### src/verilog/rst_seq_defs.svh
// Purpose: Constants for the reset and initial state controller
// Assumes: 125 MHz master clock
// Notes:   Offsets, field values and timing counts only
`ifndef RST_SEQ_DEFS_SVH
`define RST_SEQ_DEFS_SVH

// ------------------------------------------------------------
// Reset values
// ------------------------------------------------------------
`define MAP_RESET          8'h01
`define TIMER_COUNT_RESET  16'h0000
`define COMPARE_RESET      16'hffff
`define PSEL_RESET         4'h5
`define PORTC_DIR_RESET    8'h00
`define PORTA_DIR_RESET    8'h78
`define PORTB_EXPANDED     8'hff
`define PORTB_SINGLE       8'h00
`define HANDSHAKE_PINS     18

// ------------------------------------------------------------
// Vectors
// ------------------------------------------------------------
`define VEC_NORMAL_HI      8'hff
`define VEC_SPECIAL_HI     8'hbf
`define VEC_EXT_LO         8'hfe
`define VEC_CLKMON_LO      8'hfc
`define VEC_WDOG_LO        8'hfa

// ------------------------------------------------------------
// Timing
// ------------------------------------------------------------
`define CLK_PERIOD_NS      8
`define PIN_DRIVE_NS       32
`define PIN_DRIVE_CYC      ((`PIN_DRIVE_NS + `CLK_PERIOD_NS - 1) / `CLK_PERIOD_NS)
`define DIV_WIDTH          2
`define FETCH_CYCLES       3

`endif

### src/verilog/rst_seq_pkg.sv
// Purpose: Types for the reset and initial state controller
// Assumes: Constants come from rst_seq_defs.svh
// Notes:   Types only
package rst_seq_pkg;

    typedef enum logic [2:0] {
        ST_HOLD   = 3'b000,
        ST_DRIVE  = 3'b001,
        ST_FETCH  = 3'b010,
        ST_RUN    = 3'b011
    } seq_state_t;

    typedef enum logic [1:0] {
        CAUSE_EXT    = 2'b00,
        CAUSE_CLKMON = 2'b01,
        CAUSE_WDOG   = 2'b10
    } cause_t;

    typedef struct packed {
        logic boot_rom_enable_bit;
        logic special_mode_bit;
        logic mode_a_latched_bit;
        logic vector_relocate_bit;
    } mode_bits_t;

    typedef struct packed {
        logic x_mask;
        logic i_mask;
        logic stop_disable;
    } ccr_flags_t;

    typedef struct packed {
        logic strobe_flag;
        logic strobe_interrupt_enable;
        logic handshake_select;
        logic port_c_open_drain_select;
        logic strobe_edge_select;
    } parallel_control_register_t;

    typedef struct packed {
        logic [15:0] count;
        logic [1:0]  prescale;
        logic [15:0] compare_val;
        logic [7:0]  compare_one_pin_mask;
        logic        compare_pin_enable;
        logic        capture_enable;
        logic        overflow_flag;
        logic [7:0]  function_flags;
        logic [8:0]  irq_enables;
    } timer_init_t;

    typedef struct packed {
        logic       irq_mask;
        logic       tx_enable;
        logic       rx_enable;
        logic       nine_bit;
        logic       send_break;
        logic       rx_wakeup;
        logic       transmit_buffer_empty_flag;
        logic       transmit_done_flag;
        logic       receive_full_flag;
        logic       idle_flag;
        logic       overrun_flag;
        logic       framing_error_flag;
    } serial_init_t;

    typedef struct packed {
        logic       periodic_flag;
        logic       periodic_mask;
        logic [1:0] periodic_rate;
        logic       watchdog_enable;
        logic [1:0] watchdog_rate;
        logic       sync_port_enable;
        logic       conv_done_flag;
        logic       converter_power_up_bit;
        logic       eeprom_prog_enable;
        logic [3:0] priority_select;
        logic       irq_edge_mode;
        logic       stop_recovery_delay_enable;
        logic       clock_watch_enable;
    } misc_init_t;

endpackage

### src/verilog/clk_divider.sv
// Purpose: Oscillator divider issuing a one-cycle bus rate enable
// Assumes: Runs on mclk_i; the srst_i level steers it
// Notes:   Cleared by a reset level even before the sequencer moves
`timescale 1ns/1ns
`include "rst_seq_defs.svh"

module clk_divider (
    input  wire logic mclk_i,
    input  wire logic clr_i,
    output logic      tick_o
);

    typedef struct packed {
        logic [`DIV_WIDTH-1:0] cnt;
        logic                  tick;
    } div_state_t;

    div_state_t s_q;
    div_state_t s_d;

    // Next divider state; a clear restarts the count so the oscillator
    // phase begins from zero
    always_comb begin
        s_d = s_q;
        if (clr_i) begin
            s_d.cnt  = '0;
            s_d.tick = 1'b0;
        end else begin
            s_d.cnt  = s_q.cnt + `DIV_WIDTH'(1);
            s_d.tick = (s_q.cnt == {`DIV_WIDTH{1'b1}});
        end
    end

    // Divider register
    always_ff @(posedge mclk_i) begin
        s_q <= s_d;
    end

    assign tick_o = s_q.tick;

endmodule

### src/verilog/reset_initial_state_control.sv
// Purpose: Forces the controller into its start state on any reset
// Assumes: reset_n_pin_i and mode pins arrive asynchronously
// Notes:   Outputs registered except the constant pin and port A levels; state is a single packed struct
//
// How it works
// - Fetch vector FFFE/BFFE within three cycles
// - Set X, I and stop-disable flags
// - Memory map register loads 01
// - ROM and EEPROM enables kept through reset
// - Single-chip clears strobe and handshake bits
// - Strobe edge select set for rising
// - Port directions and levels at defaults
// - Port B ones expanded, zeros single-chip
// - Expanded mode dedicates handshake pins
// - Timer count zero, compares FFFF
// - Timer masks, flags and enables cleared
// - Periodic interrupt flag, mask, rate cleared
// - Watchdog per disable bit, shortest timeout
// - Serial port interrupts, enables, format reset
// - Transmit flags set, receive flags cleared
// - Synchronous serial port disabled
// - Converter done flag and power cleared
// - EEPROM program off, priority 0101, level IRQ
// - Mode pins latched at reset release
// - Stop delay set, clock watch cleared
// - Any cause resets all but the fetch address and synchronisers, drives pin low
// - Clocked sequence; divider clear skips the synchroniser
// - Mode pins decode into four modes
// - Per-cause vector, BF in special modes
`timescale 1ns/1ns
`include "rst_seq_defs.svh"

module reset_initial_state_control (
    input  wire logic                     mclk_i,
    input  wire logic                     srst_i,
    input  wire logic                     reset_n_pin_i,
    input  wire logic                     mode_select_pin_a_i,
    input  wire logic                     mode_select_pin_b_i,
    input  wire logic                     clkmon_fail_i,
    input  wire logic                     wdog_timeout_i,
    input  wire logic                     rom_enable_nv_i,
    input  wire logic                     eeprom_enable_nv_i,
    input  wire logic                     watchdog_disable_bit_i,
    output logic                          reset_n_pin_o,
    output logic                          reset_n_pin_oe_o,
    output logic                          cpu_reset_o,
    output logic [15:0]                   fetch_addr_o,
    output logic                          fetch_valid_o,
    output logic                          cpu_start_o,
    output rst_seq_pkg::ccr_flags_t       condition_code_register_o,
    output logic [7:0]                    map_reg_o,
    output logic                          rom_enable_o,
    output logic                          eeprom_enable_o,
    output rst_seq_pkg::parallel_control_register_t            parallel_control_register_o,
    output logic [7:0]                    port_c_direction_register_o,
    output logic [7:0]                    port_a_dir_o,
    output logic [7:0]                    port_a_out_o,
    output logic [7:0]                    port_b_out_o,
    output logic [5:0]                    port_d_dir_o,
    output logic                          handshake_bus_o,
    output rst_seq_pkg::timer_init_t      timer_o,
    output rst_seq_pkg::serial_init_t     serial_o,
    output rst_seq_pkg::misc_init_t       misc_o,
    output rst_seq_pkg::mode_bits_t       priority_register_o,
    output logic                          div_tick_o
);

    // ------------------------------------------------------------
    // State record
    // ------------------------------------------------------------
    typedef struct packed {
        logic [1:0]                 rst_sync;
        logic [1:0]                 mode_select_pin_a_sync;
        logic [1:0]                 mode_select_pin_b_sync;
        logic [1:0]                 cmon_sync;
        logic [1:0]                 wdog_sync;
        rst_seq_pkg::seq_state_t    st;
        rst_seq_pkg::cause_t        cause;
        logic [2:0]                 cnt;
        logic                       pin_oe;
        logic                       cpu_rst;
        logic [15:0]                addr;
        logic                       fvalid;
        logic                       start;
        rst_seq_pkg::ccr_flags_t    condition_code_register;
        logic [7:0]                 map;
        logic                       rom_en;
        logic                       ee_en;
        rst_seq_pkg::parallel_control_register_t         parallel_control_register;
        logic [7:0]                 port_c_direction_register;
        logic [7:0]                 pa_dir;
        logic [7:0]                 pb_out;
        logic [5:0]                 pd_dir;
        logic                       hs_bus;
        rst_seq_pkg::timer_init_t   tmr;
        rst_seq_pkg::serial_init_t  ser;
        rst_seq_pkg::misc_init_t    misc;
        rst_seq_pkg::mode_bits_t    mode;
    } ctl_state_t;

    ctl_state_t s_q;
    ctl_state_t s_d;
    logic       div_tick;
    logic       any_rst;
    logic       pin_rst;

    // Mode pin decode, used at latch time only; port B reads pin A directly
    function automatic rst_seq_pkg::mode_bits_t decode_mode(
        input logic b,
        input logic a
    );
        rst_seq_pkg::mode_bits_t m;
        m.boot_rom_enable_bit = ~b & ~a;
        m.special_mode_bit    = ~b;
        m.mode_a_latched_bit  = a;
        m.vector_relocate_bit = ~b;
        return m;
    endfunction

    // Vector address from cause and mode
    function automatic logic [15:0] vector_of(
        input rst_seq_pkg::cause_t c,
        input logic                special
    );
        logic [7:0] hi;
        logic [7:0] lo;
        hi = special ? `VEC_SPECIAL_HI : `VEC_NORMAL_HI;
        unique case (c)
            rst_seq_pkg::CAUSE_CLKMON: lo = `VEC_CLKMON_LO;
            rst_seq_pkg::CAUSE_WDOG:   lo = `VEC_WDOG_LO;
            default:                   lo = `VEC_EXT_LO;
        endcase
        return {hi, lo};
    endfunction

    // ------------------------------------------------------------
    // Oscillator divider
    // ------------------------------------------------------------
    // srst clears it directly: no synchroniser wait, so the oscillator
    // restarts even before the sequence advances
    clk_divider u_div (
        .mclk_i (mclk_i),
        .clr_i  (srst_i),
        .tick_o (div_tick)
    );

    // Pin low counts as a request only once we have let go of it; during
    // hold and drive our own pull-down echoes back and would lock us up
    assign pin_rst = ~s_q.rst_sync[1]
                   & (s_q.st != rst_seq_pkg::ST_HOLD)
                   & (s_q.st != rst_seq_pkg::ST_DRIVE);

    assign any_rst = srst_i | pin_rst | s_q.cmon_sync[1]
                   | s_q.wdog_sync[1];

    // ------------------------------------------------------------
    // Next state
    // ------------------------------------------------------------
    always_comb begin
        s_d = s_q;
        // Two-stage synchronisers; only stage 1 is read elsewhere
        s_d.rst_sync  = {s_q.rst_sync[0], reset_n_pin_i};
        s_d.mode_select_pin_a_sync = {s_q.mode_select_pin_a_sync[0], mode_select_pin_a_i};
        s_d.mode_select_pin_b_sync = {s_q.mode_select_pin_b_sync[0], mode_select_pin_b_i};
        s_d.cmon_sync = {s_q.cmon_sync[0], clkmon_fail_i};
        s_d.wdog_sync = {s_q.wdog_sync[0], wdog_timeout_i};
        s_d.start     = 1'b0;
        s_d.fvalid    = 1'b0;

        if (any_rst) begin
            // Any cause resets the whole state except the fetch address and the synchronisers
            s_d.st      = rst_seq_pkg::ST_HOLD;
            s_d.cpu_rst = 1'b1;
            s_d.cnt     = '0;
            s_d.pin_oe  = 1'b1;
            if (s_q.wdog_sync[1])
                s_d.cause = rst_seq_pkg::CAUSE_WDOG;
            else if (s_q.cmon_sync[1])
                s_d.cause = rst_seq_pkg::CAUSE_CLKMON;
            else
                s_d.cause = rst_seq_pkg::CAUSE_EXT;
            s_d.condition_code_register     = '{x_mask: 1'b1, i_mask: 1'b1,
                            stop_disable: 1'b1};
            s_d.map     = `MAP_RESET;
            s_d.rom_en  = rom_enable_nv_i;
            s_d.ee_en   = eeprom_enable_nv_i;
            s_d.mode    = decode_mode(s_q.mode_select_pin_b_sync[1],
                                      s_q.mode_select_pin_a_sync[1]);
            // Strobe and handshake bits cleared, edge rising
            s_d.parallel_control_register    = '{strobe_flag: 1'b0,
                            strobe_interrupt_enable: 1'b0,
                            handshake_select: 1'b0,
                            port_c_open_drain_select: 1'b0,
                            strobe_edge_select: 1'b1};
            s_d.port_c_direction_register    = `PORTC_DIR_RESET;
            s_d.pa_dir  = `PORTA_DIR_RESET;
            s_d.pd_dir  = '0;
            s_d.pb_out  = s_q.mode_select_pin_a_sync[1] ? `PORTB_EXPANDED
                                           : `PORTB_SINGLE;
            s_d.hs_bus  = s_q.mode_select_pin_a_sync[1];
            s_d.tmr.count       = `TIMER_COUNT_RESET;
            s_d.tmr.prescale    = '0;
            s_d.tmr.compare_val = `COMPARE_RESET;
            s_d.tmr.compare_one_pin_mask = '0;
            s_d.tmr.compare_pin_enable   = 1'b0;
            s_d.tmr.capture_enable       = 1'b0;
            s_d.tmr.overflow_flag        = 1'b0;
            s_d.tmr.function_flags       = '0;
            s_d.tmr.irq_enables          = '0;
            s_d.ser = '{irq_mask: 1'b1, tx_enable: 1'b0,
                        rx_enable: 1'b0, nine_bit: 1'b0,
                        send_break: 1'b0, rx_wakeup: 1'b0,
                        transmit_buffer_empty_flag: 1'b1,
                        transmit_done_flag: 1'b1,
                        receive_full_flag: 1'b0, idle_flag: 1'b0,
                        overrun_flag: 1'b0,
                        framing_error_flag: 1'b0};
            s_d.misc.periodic_flag  = 1'b0;
            s_d.misc.periodic_mask  = 1'b0;
            s_d.misc.periodic_rate  = '0;
            s_d.misc.watchdog_enable = ~watchdog_disable_bit_i;
            s_d.misc.watchdog_rate  = '0;
            s_d.misc.sync_port_enable = 1'b0;
            s_d.misc.conv_done_flag   = 1'b0;
            s_d.misc.converter_power_up_bit = 1'b0;
            s_d.misc.eeprom_prog_enable = 1'b0;
            s_d.misc.priority_select  = `PSEL_RESET;
            s_d.misc.irq_edge_mode    = 1'b0;
            s_d.misc.stop_recovery_delay_enable = 1'b1;
            s_d.misc.clock_watch_enable = 1'b0;
        end else begin
            // Only the pin drive count steps on bus-rate ticks, so no clock means
            // no progress past the drive step
            unique case (s_q.st)
                rst_seq_pkg::ST_HOLD: begin
                    s_d.st  = rst_seq_pkg::ST_DRIVE;
                    s_d.cnt = '0;
                end
                rst_seq_pkg::ST_DRIVE: begin
                    // Pin stays low a short while after release
                    if (s_q.pin_oe) begin
                        if (div_tick) begin
                            s_d.cnt = s_q.cnt + 3'd1;
                            if (s_q.cnt == 3'(`PIN_DRIVE_CYC - 1)) begin
                                s_d.pin_oe = 1'b0;
                                s_d.cnt    = '0;
                            end
                        end
                    end else if (s_q.rst_sync[1]) begin
                        // Pin back high: nobody else holds it
                        s_d.cpu_rst = 1'b0;
                        s_d.st      = rst_seq_pkg::ST_FETCH;
                    end
                end
                rst_seq_pkg::ST_FETCH: begin
                    s_d.addr   = vector_of(s_q.cause,
                                   s_q.mode.vector_relocate_bit);
                    s_d.fvalid = 1'b1;
                    s_d.cnt    = s_q.cnt + 3'd1;
                    if (s_q.cnt == 3'(`FETCH_CYCLES - 1)) begin
                        s_d.start = 1'b1;
                        s_d.st    = rst_seq_pkg::ST_RUN;
                    end
                end
                rst_seq_pkg::ST_RUN: begin
                    s_d.st = rst_seq_pkg::ST_RUN;
                end
                default: begin
                    s_d.st = rst_seq_pkg::ST_HOLD;
                end
            endcase
        end
    end

    // ------------------------------------------------------------
    // State register
    // ------------------------------------------------------------
    always_ff @(posedge mclk_i) begin
        s_q <= s_d;
    end

    // ------------------------------------------------------------
    // Outputs from s_q, except the divider tick and the constant pin and port A levels
    // ------------------------------------------------------------
    assign reset_n_pin_o    = 1'b0;   // Open drain: only ever pulls low
    assign reset_n_pin_oe_o = s_q.pin_oe;
    assign cpu_reset_o      = s_q.cpu_rst;
    assign fetch_addr_o     = s_q.addr;
    assign fetch_valid_o    = s_q.fvalid;
    assign cpu_start_o      = s_q.start;
    assign condition_code_register_o   = s_q.condition_code_register;
    assign map_reg_o        = s_q.map;
    assign rom_enable_o     = s_q.rom_en;
    assign eeprom_enable_o  = s_q.ee_en;
    assign parallel_control_register_o = s_q.parallel_control_register;
    assign port_c_direction_register_o = s_q.port_c_direction_register;
    assign port_a_dir_o     = s_q.pa_dir;
    assign port_a_out_o     = 8'h00;
    assign port_b_out_o     = s_q.pb_out;
    assign port_d_dir_o     = s_q.pd_dir;
    assign handshake_bus_o  = s_q.hs_bus;
    assign timer_o          = s_q.tmr;
    assign serial_o         = s_q.ser;
    assign misc_o           = s_q.misc;
    assign priority_register_o = s_q.mode;
    assign div_tick_o       = div_tick;

endmodule

### config.mk
export PLATFORM = sky130hd
export DESIGN_NAME = reset_initial_state_control
export DESIGN_NICKNAME = d
export VERILOG_FILES = /design/src/verilog/rst_seq_pkg.sv /design/src/verilog/clk_divider.sv /design/src/verilog/reset_initial_state_control.sv
export VERILOG_INCLUDE_DIRS = /design/src /design/src/verilog
export SDC_FILE = /design/constraint.sdc
export NUM_CORES = 1
export LEC_CHECK = 0
export ABC_CLOCK_PERIOD_IN_PS = 2350
export BUFFER_PORTS_ARGS = -buffer_cell sky130_fd_sc_hd__buf_4
export CAP_MARGIN = 0
export CORE_MARGIN = 2
export CORE_UTILIZATION = 40
export DETAILED_ROUTE_END_ITERATION = 12
export GPL_TIMING_DRIVEN = 0
export PLACE_DENSITY = 0.76
export SLEW_MARGIN = 20
export SYNTH_ARGS = -nofsm -noshare
export SYNTH_HDL_FRONTEND = slang
export SYNTH_HIERARCHICAL = 1
export SYNTH_SLANG_ARGS = --single-unit
### constraint.sdc
create_clock -name mclk_i -period 2.35 [get_ports mclk_i]
set_input_delay 0.235 -clock mclk_i [delete_from_list [all_inputs] [get_ports mclk_i]]
set_output_delay 0.235 -clock mclk_i [all_outputs]
set_load 0.005 [all_outputs]
==> flow_summary.toml <==
[run]
drv_cap = 0

[grt]
grt_pass1_wl_um = 5290
antenna_found_initial = 0
grt_overflow_total = 0
grt_use_total_pct = 10.3
grt_max_degree = 16
grt_pass1_vias = 1165

[critical_path]
slowest_stage = "dfxtp_1"
crit_fanout = 15
path_cells = "inv_1, ha_1, nor3_1, nor4_4, inv_2, nor2_1"
worstSetupEndpointType = "flop"
critical_path.top_delay_family = "simple AND/OR/NAND/NOR gates"
worstSetupPathType = "flop to flop"
slowest_delay_ps = 340
start_kind = "flop"
crit_arrival_ps = 1880
worstPathRequired_ps = 2320
critPathBufInv = 2

[clocking]
cts_buffer_depth = 2
post_cts_buffers = 0
cts_resized = 0
postCtsHoldBufs = 0
cts-root-buf = "clkbuf_8"
insertion_delay_ps = 280
cts_buffers = 5
clk_pin_slew_ps = 70
cts.sinks = 33
ctsHtreeMaxLevel = 2
cts_tree = "done"

[placed_design]
place_hpwl_um = 3630
gp_congestion = 0.723
placed_area_um2 = 3330
pre_cts_ws_ps = 416
portBuffers = 33

[power_and_ir_drop]
power_frac_comb_pct = 23.2
power_frac_seq_pct = 42.0
switchingPower_uw = 346
intPower_mw = 1.15
p_leak_nw = 2.00
powerDensity_nw_per_um2 = 434
swShare_pct = 23.2
peakVddDrop_mv = 0.514
clkPwrFrac_pct = 34.8

[final_layout]
design_area_um2 = 3440
insertedDiodeCount = 0
final_util_pct = 58.5
drive_gt1_share_pct = 46.6
area_growth_pct = 41.8
nets = 471

[timing]
finalSetupViolations = 0
setup_ws_ps = 438
finalSetupTns_ps = 0
hold_viol_final = 0
finalMaxSlewViolations = 0
min_period_ps = 1910
fin_crit_sh_pct = 81.3
final.setup_skew_ps = 4.72
rsz0062_at_grt = "no"
timing.fmax_mhz = 523

[floorplan]
die_w_um = 81.9
io_pins = 185
dieArea_um2 = 6710
coreArea_um2 = 5890
start_util_pct = 41.3
fp.dieH_um = 81.9
row_count = 28

[logic_synthesis]
yosysWarnings = 6
synth-seq-cells = 33
synth_common_cells = "buf_4 (167), dfxtp_1 (22), edfxtp_1 (11), ha_1 (11), inv_1 (10)"
syn-cell-area_um2 = 2430
syn_inst = 261
synth_ff_type = "dfxtp_1"
synth_area_leaders = "buf_4 (52%), dfxtp_1 (18%), edfxtp_1 (14%)"
ys_seq_area_share_pct = 31.7
yosysTopAreaCellShare_pct = 51.6
synth_most_common_cell = "buf_4"
yosys.area.top_type = "buf_4"
synth.distinct_cells = 23
synth_edf_count = 11
syn_avg_cell_area_um2 = 9.31
async_flop_share_pct = 0

[detailed_routing]
drc = 0
wl_per_cell_um = 7.62
firstDrtPassIters = 4
drtIter0Drc = 16
routed_wirelength_um = 4010
vias = 1590
via_per_inst = 3.02
ant_nets = 0

[min_path]
worstHoldPathType = "input port to flop"

[run_status]
outcome = "complete, no violations"
==> cells by family (layout without fill, tap and decap cells) <==
| family | count (synthesis) | after routing | synth area share, % |
|---|---|---|---|
| buf+inv | 178 | 219 | 53.3 |
| fa+ha+maj | 11 | 11 | 5.66 |
| other cells | 2 | 151 | 0.309 |
| compound gates | 10 | 10 | 2.93 |
| flops | 33 | 33 | 31.7 |
| simple gates | 27 | 27 | 6.08 |
==> sequential cells by signal, indices dropped and copies added, names as in the netlist, 2 cells and up <==
name and flops:
s_q 12, s_d 5, fetch_addr_o 3, priority_register_o 2
u_div/s_q 2
==> power by group through the flow <==
stage / Combinational [mW] / Clock (mW) / Sequential, mW
after global placement: 0.328 / 0 / 0.639
after detailed placement: 0.330 / 0 / 0.641
after CTS: 0.331 / 0.539 / 0.628
after global routing: 0.389 / 0.568 / 0.631
final: 0.347 / 0.521 / 0.628
after floorplan: 0.281 / 0 / 0.638
==> cell usage in the layout, fill, tap and decap left out, types with 3 or more instances in the layout <==
cell      instances
buf_4           200
clkbuf_8          5
conb_1          151
dfxtp_1          22
edfxtp_1         11
ha_1             11
inv_1            10
nand2_1           6
nand2b_1          4
nor2_1            7
nor2b_1           3
==> layer usage <==
metal  vias to the layer above  part of all wire, %  GRT usage, %
li1                        876                    -             -
met1                       629                   30          9.41
met2                        77                   56          19.7
met3                         8                   13          4.62
met4                         0                  1.4          3.67
met5                         -                    0             0
==> final timing paths <==
check,startpoint,to,depth (start not counted),slack (ps)
setup / recovery,s_q[171]$_SDFFE_PP0P_,fetch_addr_o[2]$_DFFE_PP_,6,440
hold / removal,clkmon_fail_i,s_d[176]$_DFF_P_,1,50
setup reg to reg,s_q[171]$_SDFFE_PP0P_,fetch_addr_o[2]$_DFFE_PP_,6,440
hold reg to reg,s_d[182]$_DFF_P_,s_q[182]$_DFF_P_,0,330
==> layout make-up <==
| type | count | area (um^2) |
|---|---|---|
| flip-flops and latches | 33 | 771 |
| inverters | 11 | 41.3 |
| fillers | 534 | 2440 |
| multi-input cells | 199 | 923 |
| clock buffers | 5 | 68.8 |
| plain buffers | 167 | 1250 |
| well taps | 75 | 93.8 |
| repair buffers | 33 | 248 |
| clock inverters | 3 | 45.0 |
==> through the flow <==
stage / total power [mW] / cells / hold slack (ps)
2_1_floorplan: 0.919 / 410 / 263
3_3_place_gp: 0.968 / 518 / 311
3_5_place_dp: 0.971 / 518 / 312
4_1_cts: 1.50 / 526 / 38.2
5_1_grt: 1.59 / 526 / 30.6
6_report: 1.50 / 526 / 48.9
Power figures use the tool's default switching activity.
